==> src/logic/da_filter_pkg.sv <==
// Constants for the destination-address forwarding table
package da_filter_pkg;
	localparam int ENTRY_COUNT = 16;
	localparam int MASK_COUNT = 2;
	localparam int ADDR_W = 8;
	localparam int IDX_W = 4;
	localparam logic [7:0] FILT_BASE = 8'h50;
	localparam logic [7:0] FILT_LAST = 8'h6F;
	localparam logic [7:0] MASK_BASE = 8'h70;
	localparam logic [7:0] MASK_LAST = 8'h73;
	localparam int SECOND_INGRESS_BIT = 31;
	localparam int FIRST_INGRESS_BIT = 30;
	localparam int HOST_QUEUE_PRIORITY_BIT = 19;
	localparam int CROSS_PORT_BIT = 17;
	localparam int TO_CPU_BIT = 16;
	localparam logic [31:0] UPPER_WRITABLE = 32'hC00BFFFF;
	localparam logic [31:0] MASK_UPPER_WRITABLE = 32'h0000FFFF;
	localparam logic [31:0] FILT_RESET = 32'h00000000;
	localparam logic [31:0] MASK_UPPER_RESET = 32'h0000FFFF;
	localparam logic [31:0] MASK_LOWER_RESET = 32'hFFFFFFFF;
	localparam logic [31:0] READ_ZERO = 32'h00000000;
	localparam logic [47:0] FULL_MASK = 48'hFFFFFFFFFFFF;
endpackage

==> src/logic/dest_addr_forwarding_table.sv <==
// Destination-address filter and forwarding-rule table
`timescale 1ns/1ps
`default_nettype none
module dest_addr_forwarding_table (
	input wire logic core_clk,
	input wire logic rstn,
	input wire logic [da_filter_pkg::ADDR_W-1:0] regAddr,
	input wire logic regWrite,
	input wire logic [31:0] regWdata,
	output logic [31:0] regRdata,
	input wire logic lookupValid,
	input wire logic lookupPort,
	input wire logic [47:0] lookupDa,
	output logic resultValid,
	output logic resultHit,
	output logic [da_filter_pkg::IDX_W-1:0] resultEntry,
	output logic forwardToCpu,
	output logic forwardCrossPort,
	output logic hostQueuePriority,
	output logic resultDrop
);
	import da_filter_pkg::*;

	////////////////////////////////////////////////////////////////////////
	// Register decode
	wire [31:0] upperShadow [ENTRY_COUNT];
	wire [31:0] lowerShadow [ENTRY_COUNT];
	wire [31:0] upperLive [ENTRY_COUNT];
	wire [31:0] maskUpShadow [MASK_COUNT];
	wire [31:0] maskLow [MASK_COUNT];

	wire inFilt = (regAddr >= FILT_BASE) && (regAddr <= FILT_LAST);
	wire inMask = (regAddr >= MASK_BASE) && (regAddr <= MASK_LAST);
	wire [7:0] filtOff = regAddr - FILT_BASE;
	wire [7:0] maskOff = regAddr - MASK_BASE;
	wire [IDX_W-1:0] filtIdx = filtOff[IDX_W:1];
	wire maskIdx = maskOff[1];
	wire isLowerWord = regAddr[0];
	wire filtWrite = regWrite && inFilt;
	wire maskWrite = regWrite && inMask;
	// Reserved bits are dropped on the way in, so they always read zero
	wire [31:0] upperWdata = regWdata & UPPER_WRITABLE;
	wire [31:0] maskUpWdata = regWdata & MASK_UPPER_WRITABLE;

	// Upper-word reads show the staged words, not what lookups use yet; lower-word reads show the live words
	wire [31:0] filtRead = isLowerWord ? lowerShadow[filtIdx] :
		upperShadow[filtIdx];
	wire [31:0] maskRead = isLowerWord ? maskLow[maskIdx] :
		maskUpShadow[maskIdx];
	// Unmapped words read as zero
	assign regRdata = inFilt ? filtRead : inMask ? maskRead : READ_ZERO;

	////////////////////////////////////////////////////////////////////////
	// Per-entry storage and compare
	// Upper words stage until the lower word lands, so a lookup never
	// pairs new rules with an old address.
	wire [ENTRY_COUNT-1:0] entryHit;
	genvar g;
	generate
		for (g = 0; g < ENTRY_COUNT; g++) begin : gEntry
			wire selEntry = filtIdx == IDX_W'(g);
			wire wrUpper = filtWrite && selEntry && !isLowerWord;
			wire wrLower = filtWrite && selEntry && isLowerWord;
			logic [31:0] upperStage;
			logic [31:0] upperCommitted;
			logic [31:0] lowerWord;
			wire [47:0] entryAddr;
			wire [47:0] entryMask;
			wire [47:0] addrDiff;
			wire [47:0] maskedDiff;

			always_ff @(posedge core_clk) begin
				if (!rstn) begin
					upperStage <= FILT_RESET;
				end else if (wrUpper) begin
					upperStage <= upperWdata;
				end
			end

			// Lower write commits the staged rules on the same edge
			always_ff @(posedge core_clk) begin
				if (!rstn) begin
					lowerWord <= FILT_RESET;
					upperCommitted <= FILT_RESET;
				end else if (wrLower) begin
					lowerWord <= regWdata;
					upperCommitted <= upperStage;
				end
			end

			assign upperShadow[g] = upperStage;
			assign lowerShadow[g] = lowerWord;
			assign upperLive[g] = upperCommitted;
			assign entryAddr = {upperCommitted[15:0], lowerWord};

			// Only the first entries own a mask slot
			if (g < MASK_COUNT) begin : gMasked
				wire selMask = maskIdx == 1'(g);
				wire wrMaskUp = maskWrite && selMask && !isLowerWord;
				wire wrMaskLow = maskWrite && selMask && isLowerWord;
				logic [31:0] maskUpStage;
				logic [31:0] maskUpCommitted;
				logic [31:0] maskLowWord;
				always_ff @(posedge core_clk) begin
					if (!rstn) begin
						maskUpStage <= MASK_UPPER_RESET;
					end else if (wrMaskUp) begin
						maskUpStage <= maskUpWdata;
					end
				end
				always_ff @(posedge core_clk) begin
					if (!rstn) begin
						maskUpCommitted <= MASK_UPPER_RESET;
						maskLowWord <= MASK_LOWER_RESET;
					end else if (wrMaskLow) begin
						maskUpCommitted <= maskUpStage;
						maskLowWord <= regWdata;
					end
				end
				assign maskUpShadow[g] = maskUpStage;
				assign maskLow[g] = maskLowWord;
				assign entryMask = {maskUpCommitted[15:0], maskLowWord};
			end else begin : gExact
				// No mask slot: every address bit must agree
				assign entryMask = FULL_MASK;
			end

			wire appliesFirst = upperCommitted[FIRST_INGRESS_BIT];
			wire appliesSecond = upperCommitted[SECOND_INGRESS_BIT];
			wire applies = lookupPort ? appliesSecond : appliesFirst;
			assign addrDiff = lookupDa ^ entryAddr;
			assign maskedDiff = addrDiff & entryMask;
			assign entryHit[g] = applies && (maskedDiff == '0);
		end
	endgenerate

	////////////////////////////////////////////////////////////////////////
	// Lowest index wins when several entries match
	logic [IDX_W-1:0] firstHit;
	always_comb begin
		firstHit = '0;
		for (int i = ENTRY_COUNT - 1; i >= 0; i--) begin
			if (entryHit[i]) begin
				firstHit = IDX_W'(i);
			end
		end
	end

	////////////////////////////////////////////////////////////////////////
	// Forwarding decision of the winning entry
	wire anyHit = |entryHit;
	wire [31:0] hitRules = upperLive[firstHit];
	wire ruleCpu = hitRules[TO_CPU_BIT];
	wire ruleCross = hitRules[CROSS_PORT_BIT];
	wire rulePri = hitRules[HOST_QUEUE_PRIORITY_BIT];
	wire hitCpu = anyHit && ruleCpu;
	wire hitCross = anyHit && ruleCross;
	wire hitDrop = anyHit && !ruleCpu && !ruleCross;
	// Priority only meaningful toward the host; gated here by hitCpu
	wire hitPri = hitCpu && rulePri;

	// All result outputs rest at zero between requests
	wire next_resultHit = lookupValid && anyHit;
	wire [IDX_W-1:0] next_resultEntry = lookupValid ? firstHit : '0;
	wire next_forwardToCpu = lookupValid && hitCpu;
	wire next_forwardCrossPort = lookupValid && hitCross;
	wire next_hostQueuePriority = lookupValid && hitPri;
	wire next_resultDrop = lookupValid && hitDrop;

	////////////////////////////////////////////////////////////////////////
	// Registered lookup result, one cycle after the request
	always_ff @(posedge core_clk) begin
		if (!rstn) begin
			resultValid <= 1'b0;
			resultHit <= 1'b0;
			resultEntry <= '0;
		end else begin
			resultValid <= lookupValid;
			resultHit <= next_resultHit;
			resultEntry <= next_resultEntry;
		end
	end

	always_ff @(posedge core_clk) begin
		if (!rstn) begin
			forwardToCpu <= 1'b0;
			forwardCrossPort <= 1'b0;
		end else begin
			forwardToCpu <= next_forwardToCpu;
			forwardCrossPort <= next_forwardCrossPort;
		end
	end

	always_ff @(posedge core_clk) begin
		if (!rstn) begin
			hostQueuePriority <= 1'b0;
			resultDrop <= 1'b0;
		end else begin
			hostQueuePriority <= next_hostQueuePriority;
			resultDrop <= next_resultDrop;
		end
	end
endmodule
`default_nettype wire
==> config.mk <==
export PLATFORM = sky130hd
export DESIGN_NAME = dest_addr_forwarding_table
export DESIGN_NICKNAME = d
export VERILOG_FILES = /design/src/logic/da_filter_pkg.sv /design/src/logic/dest_addr_forwarding_table.sv
export SDC_FILE = /design/constraint.sdc
export NUM_CORES = 2
export LEC_CHECK = 0
export BUFFER_PORTS_ARGS = -buffer_cell sky130_fd_sc_hd__buf_4
export CAP_MARGIN = 20
export CELL_PAD_IN_SITES_DETAIL_PLACEMENT = 0
export CELL_PAD_IN_SITES_GLOBAL_PLACEMENT = 2
export CORE_ASPECT_RATIO = 0.8
export CORE_MARGIN = 3
export CORE_UTILIZATION = 40
export DETAILED_ROUTE_END_ITERATION = 10
export PLACE_DENSITY_LB_ADDON = 0.1
export SYNTH_ARGS = -nofsm -noshare
export SYNTH_HDL_FRONTEND = slang
export SYNTH_SLANG_ARGS = --single-unit
==> constraint.sdc <==
create_clock -name core_clk -period 4.6 [get_ports core_clk]
set_clock_uncertainty 0.2 [all_clocks]
set_input_delay 0.69 -clock core_clk [delete_from_list [all_inputs] [get_ports core_clk]]
set_output_delay 0.69 -clock core_clk [all_outputs]
set_load 0.02 [all_outputs]
# ---- Yosys cells after proc, flatten, opt, wreduce, memory -nomap -nowiden
# Cells that the tools add are included.
dict set report word_totals {
  regBits 1322
  inputBits 93
  out_inout_bits 42
  word_cells 264
}
dict set report classes {
  addsub 2
  order_cmp 7
  n_eq_ne 15
  mux 51
  n_bitwise 22
  reduce_logical 106
}
# operator n
set op_table {}
lappend op_table {{$logic_not 48->1} 16}
lappend op_table {{$xor 48x48->48} 16}
lappend op_table {{$mux 32} 13}
lappend op_table {{$bmux 32 s4} 3}
lappend op_table {{$and 48x48->48} 2}
lappend op_table {{$logic_and 1x1->1} 84}
lappend op_table {{$mux 4} 16}
lappend op_table {{$mux 20} 2}
lappend op_table {{$eq 4x4->1 const B} 8}
lappend op_table {{$eq 4x3->1 const B} 4}
lappend op_table {{$ge 8x7->1 const B} 2}
lappend op_table {{$le 8x7->1 const B} 2}
lappend op_table {{$mux 1} 16}
lappend op_table {{$mux 16} 1}
lappend op_table {{$reduce_or 16->1} 1}
lappend op_table {{$ge 5x5->1 const B} 2}
lappend op_table {{$not 4->5} 2}
lappend op_table {{$eq 4x2->1 const B} 2}
lappend op_table {{$sub 5x5->5 const B} 1}
lappend op_table {{$eq 4x1->1 const B} 1}
lappend op_table {{$logic_not 4->1} 1}
lappend op_table {{$logic_not 1->1} 3}
lappend op_table {{$ge 2x2->1 const B} 1}
lappend op_table {{$not 1->2} 1}
lappend op_table {{3 further kinds} 3}

# ---- Logic depth before layout (Yosys ltp)
dict set report logic_depth {
  word_depth 27
  depth_mapped 16
  ltp_nobuf 12
}

# ---- Worst setup path before layout
# No wires, ideal clock.
dict set report synth_timing {
  path_type {input -> output}
  startpoint {input port regAddr[1] (netlist name)}
  endpoint {output port regRdata[10]}
  arrival_time_ns 3.576
  t_required_ns 3.710
  slack_ns 0.134
  stages 7
  n_path_buf 5
  path_cell_list {clkbuf_1 > buf_1 > clkbuf_1 > clkbuf_1 > buf_1 > mux4_2 > o2bb2ai_1}
}
dict set report synth_between {
  elab_chain_len 8
  elab_cells_between_ends 26
  classes_between {2 x add/sub; 4 x order compare; 16 x mux; 2 x bitwise; 2 x reduce/logical}
}
# item line
set synth_lines {}
lappend synth_lines {{start, declared} dest_addr_forwarding_table.sv:7} ;# input wire logic [da_filter_pkg::ADDR_W-1:0] regAddr,
lappend synth_lines {{branches (longest 7 deep; another with $sub 5x5->5)} -}
lappend synth_lines {{$mux 32 *} dest_addr_forwarding_table.sv:51} ;# assign regRdata = inFilt ? filtRead : inMask ? maskRead : READ_ZERO;
lappend synth_lines {{end, declared} dest_addr_forwarding_table.sv:10} ;# output logic [31:0] regRdata,
# Every way passes the cells marked *. The select of a mux whose other input is x is not followed.

# ---- Worst setup path after layout
dict set report layout_timing {
  startpoint {register gEntry[1].lowerWord[10]}
  endpoint {register resultDrop}
}
dict set report layout_between {
  elab_chain_len 14
  elab_cells_between_ends 16
  classes_between {5 x mux; 3 x bitwise; 8 x reduce/logical}
}
# item line
set layout_lines {}
lappend layout_lines {{start, declared} dest_addr_forwarding_table.sv:66} ;# logic [31:0] lowerWord;
lappend layout_lines {{start signal, assigned} dest_addr_forwarding_table.sv:86} ;# lowerWord <= regWdata;
lappend layout_lines {{$xor 48x48->48 *} dest_addr_forwarding_table.sv:131} ;# assign addrDiff = lookupDa ^ entryAddr;
lappend layout_lines {{$and 48x48->48 *} dest_addr_forwarding_table.sv:132} ;# assign maskedDiff = addrDiff & entryMask;
lappend layout_lines {{$logic_not 48->1 *} dest_addr_forwarding_table.sv:133} ;# assign entryHit[g] = applies && (maskedDiff == '0);
lappend layout_lines {{$logic_and 1x1->1 *} dest_addr_forwarding_table.sv:133}
lappend layout_lines {{$mux 4 (2 in series)} dest_addr_forwarding_table.sv:143} ;# if (entryHit[i]) begin
lappend layout_lines {{$not 4->5 (not written as such)} dest_addr_forwarding_table.sv:152} ;# wire [31:0] hitRules = upperLive[firstHit];
lappend layout_lines {{$bmux 32 s4} dest_addr_forwarding_table.sv:152}
lappend layout_lines {{$mux 20 (not written as such) (2 in series)} dest_addr_forwarding_table.sv:152}
lappend layout_lines {{$logic_not 1->1} dest_addr_forwarding_table.sv:158} ;# wire hitDrop = anyHit && !ruleCpu && !ruleCross;
lappend layout_lines {{$logic_and 1x1->1} dest_addr_forwarding_table.sv:158}
lappend layout_lines {{$logic_and 1x1->1 *} dest_addr_forwarding_table.sv:158}
lappend layout_lines {{$logic_and 1x1->1 *} dest_addr_forwarding_table.sv:168} ;# wire next_resultDrop = lookupValid && hitDrop;
lappend layout_lines {{end signal, assigned} dest_addr_forwarding_table.sv:200} ;# resultDrop <= next_resultDrop;
lappend layout_lines {{end, declared} dest_addr_forwarding_table.sv:20} ;# output logic resultDrop
# Every way passes the cells marked *; elsewhere a longest branch is shown, timed or not. The select of a mux whose other input is x is not followed.
# A chain may end at the register's enable or synchronous reset.

==> results_dict.tcl <==
set metrics [dict create \
    clock-sinks 1322 \
    chipHeight_um 371.2 \
    min_period_ns 4.546 \
    initial_utilization_pct 40.44 \
    multi_input_area_mm2 0.03757 \
    cts_max_level 4 \
    cpMostUsedCell "buf_4" \
    portBuffers 134 \
    synth-edff-count 0 \
    clk_path_buf_depth 3 \
    critPathBufInv 6 \
    hold_viol 0 \
    grt-ovfl-total 0 \
    required_ns 5.13 \
    syn-instance-count 7738 \
    powerDensity_mw_per_mm2 329.1 \
    synth_compound_area_share_pct 15.02 \
    crit_fanout 12 \
    antenna_left 0 \
    synth_xor_area_share_pct 10.01 \
    fin_nets 8121 \
    min_path_type "input pin to flip-flop" \
    io_pins 135 \
    synth_top_family_by_area "simple AND/OR/NAND/NOR gates" \
    routabilityCongestion 1.038 \
    tightest_slew_ns 1.124 \
    hold_depth 3 \
    yosys-top-cells-area "dfxtp_1 40%, nand2_1 15%, a21boi_0 13%, mux4_2 9.5%, xor2_1 6.3%" \
    start_kind "flip-flop" \
    total_power_w 0.02605 \
    antenna_found_initial 34 \
    path_cells "xor2_2, a22oi_2, buf_4, nand4_1, nor2_1, buf_4, nand4_1, buf_4, buf_4, a21boi_1, buf_12, buf_4, nor3b_1, a311oi_1, a21boi_1, or4_1, a211oi_4, and4_1" \
    setup_ws_ns 0.05408 \
    seqCellArea_mm2 0.02648 \
    fillerInstances 15910 \
    max-vdd-ir-drop_uv 376.4 \
    die_w_um 462.5 \
    core-area_mm2 0.1649 \
    grt_pass1_wl_mm 500.6 \
    ctsHoldBuffers 0 \
    critPathTopFamily "simple AND/OR/NAND/NOR gates" \
    ys_ff_latch 1322 \
    row_count 133 \
    grt_use_total_pct 42.26 \
    syn_area_mm2 0.06669 \
    synth_flop_cell "dfxtp_1" \
    viasPerCell 5.974 \
    cts_inserted_buffers 149 \
    fp.dieArea_mm2 0.1717 \
    finalInstanceArea_mm2 0.07917 \
    synthAdderAreaFrac_pct 0 \
    synth_commonest_cells "2,707 x nand2_1, 1,322 x dfxtp_1, 1,185 x a21boi_0, 554 x clkbuf_1, 476 x xor2_1" \
    r2r-start "gEntry[1].lowerWord[10]" \
    crit_path_end_kind "flip-flop" \
    tns_ns 0 \
    num_vias 61990 \
    drt_iter0_drc 9536 \
    yosysWarnings 0 \
    place_ws_ns -0.7882 \
    grt_max_degree 188 \
    critPathSlowestCell "or4_1" \
    rsz0062_at_grt "false" \
    outcome "complete, no violations" \
    area_delta_synth_final_pct 18.71 \
    critical_path.max_stage_delay_ns 0.47 \
    syn_nets 7831 \
    wl_mm 373.7 \
    clock.fmax_mhz 220.0 \
    relSlewSlack_pct 25.09 \
    crit_arrival_ns 5.08 \
    layout-drive-gt1-share_pct 17.85 \
    r2r_slack_ns 0.05 \
    post-synth-top-count-cell "nand2_1" \
    utilization_pct 48.01 \
    worstSetupPathType "flip-flop to flip-flop" \
    synth_cell_types 68 \
    first_global_vias 56210 \
    dp.final_hpwl_mm 270.3 \
    synthMuxAreaShare_pct 10.39 \
    postPlaceCellArea_mm2 0.07401 \
    syn_area_per_cell_um2 8.618 \
    whs_endpoint "resultValid" \
    ys_seq_area_share_pct 39.68 \
    rr_worst_depth 18 \
    period_share_pct 98.82 \
    synth_area_leader_cell "dfxtp_1" \
    cts_tree "done" \
    clkLatencyLatePin_ns 0.83 \
    netlist.area_leader.share_pct 39.68 \
    leakage_nw 28.23 \
    drv_cap 0 \
    setup_violations 0 \
    cts_root_buffer "clkbuf_16" \
    yosys.area_share.simple_pct 20.11 \
    clk_pin_slew_ns 0.06 \
    drc 0 \
    holdCritStartpoint "lookupValid" \
    dr.pass1.iters 6 \
    async_flop_share_pct 0 \
    r2r-end "resultDrop" \
    slew_violations 0 \
    wire_per_inst_um 36.01 \
]
## where the power goes
group | switching [W] | leakage, nW | internal [W]
logic | 0.00157 | 15.2 | 0.000814
clock network | 0.00538 | 2.35 | 0.00682
registers | 0.0000148 | 10.7 | 0.0115
total | 0.00696 | 28.2 | 0.0191
## worst register-to-register path, cell delays in order (launching register included)
cell	delay [ns]
dfxtp_2	0.44
xor2_2	0.21
a22oi_2	0.32
buf_4	0.17
nand4_1	0.14
nor2_1	0.13
buf_4	0.14
nand4_1	0.30
buf_4	0.30
buf_4	0.16
a21boi_1	0.21
buf_12	0.16
buf_4	0.19
nor3b_1	0.07
a311oi_1	0.22
a21boi_1	0.11
or4_1	0.47
a211oi_4	0.26
and4_1	0.24
## area by class of cell
| cell class | count | share of cell area (%) |
|---|---|---|
| multi-input cells | 5713 | 47.46 |
| repair buffers | 826 | 9.375 |
| flip-flops and latches | 1322 | 33.45 |
| well taps | 2227 | 3.520 |
| diodes | 19 | 0.06006 |
| clock inverters | 39 | 0.6164 |
| inverters | 16 | 0.07586 |
| clock buffers | 215 | 5.448 |
## what timing repair did
item	4_1_cts	5_1_grt
pin swaps	0	4
endpoints found under the setup margin	4	4
resized for setup	10	42
setup buffers	0	0
## cell usage in the layout, fill, tap and decap left out, types with 38 or more instances in the layout
cell type	n
nand2_1	2691
a22oi_1	38
dfxtp_1	1312
clkbuf_16	154
xor2_1	468
nand4_1	108
mux4_2	281
mux2i_1	51
a21boi_0	1185
xnor2_1	274
clkbuf_1	38
nor4_1	101
nor2_1	46
nand3_1	158
buf_12	96
buf_4	726
## per-layer routing
metal	share of wire [%]	global-route usage [%]	vias up	wire length, um
li1	-	-	26530	-
met1	43	60.88	30960	162100
met2	39	57.08	3868	145000
met3	13	13.14	618	47110
met4	5.2	18.91	12	19320
met5	0.022	0	-	81
## stage by stage
stage          instances  hold slack, ns
6_report           10380          0.1132
2_1_floorplan       7738          0.2394
4_1_cts            10360         0.06294
3_5_place_dp       10100          0.2582
3_3_place_gp       10100          0.2521
5_1_grt            10360          0.1114
## kinds of logic after synthesis
family / Yosys count
mux: 340
flops: 1322
compound gates: 1334
xor+xnor: 761
buf+inv: 703
simple gates: 3278
## flip-flops by register name (all words and copies together) (netlist names)
register	flops
gEntry.upperStage	336
forwardToCpu	1
gEntry.lowerWord	512
gEntry.gMasked.maskLowWord	64
gEntry.gMasked.maskUpCommitted	32
gEntry.upperCommitted	336
forwardCrossPort	1
resultValid	1
resultEntry	4
hostQueuePriority	1
gEntry.gMasked.maskUpStage	32
resultDrop	1
resultHit	1
## worst max path at each step
stage,depth (start not counted),to,slack [ns],startpoint
floorplan,7,regRdata[10],0.13,regAddr[1]
global placement,16,resultDrop,-0.84,lookupDa[25]
detailed placement,15,resultDrop,-0.79,lookupDa[47]
CTS,13,resultDrop,0.009,gEntry[12].upperCommitted[6]
global route,16,resultDrop,0.03,gEntry[15].lowerWord[9]
finish,18,resultDrop,0.05,gEntry[1].lowerWord[10]
No activity file was read; power rests on OpenSTA's default activity.
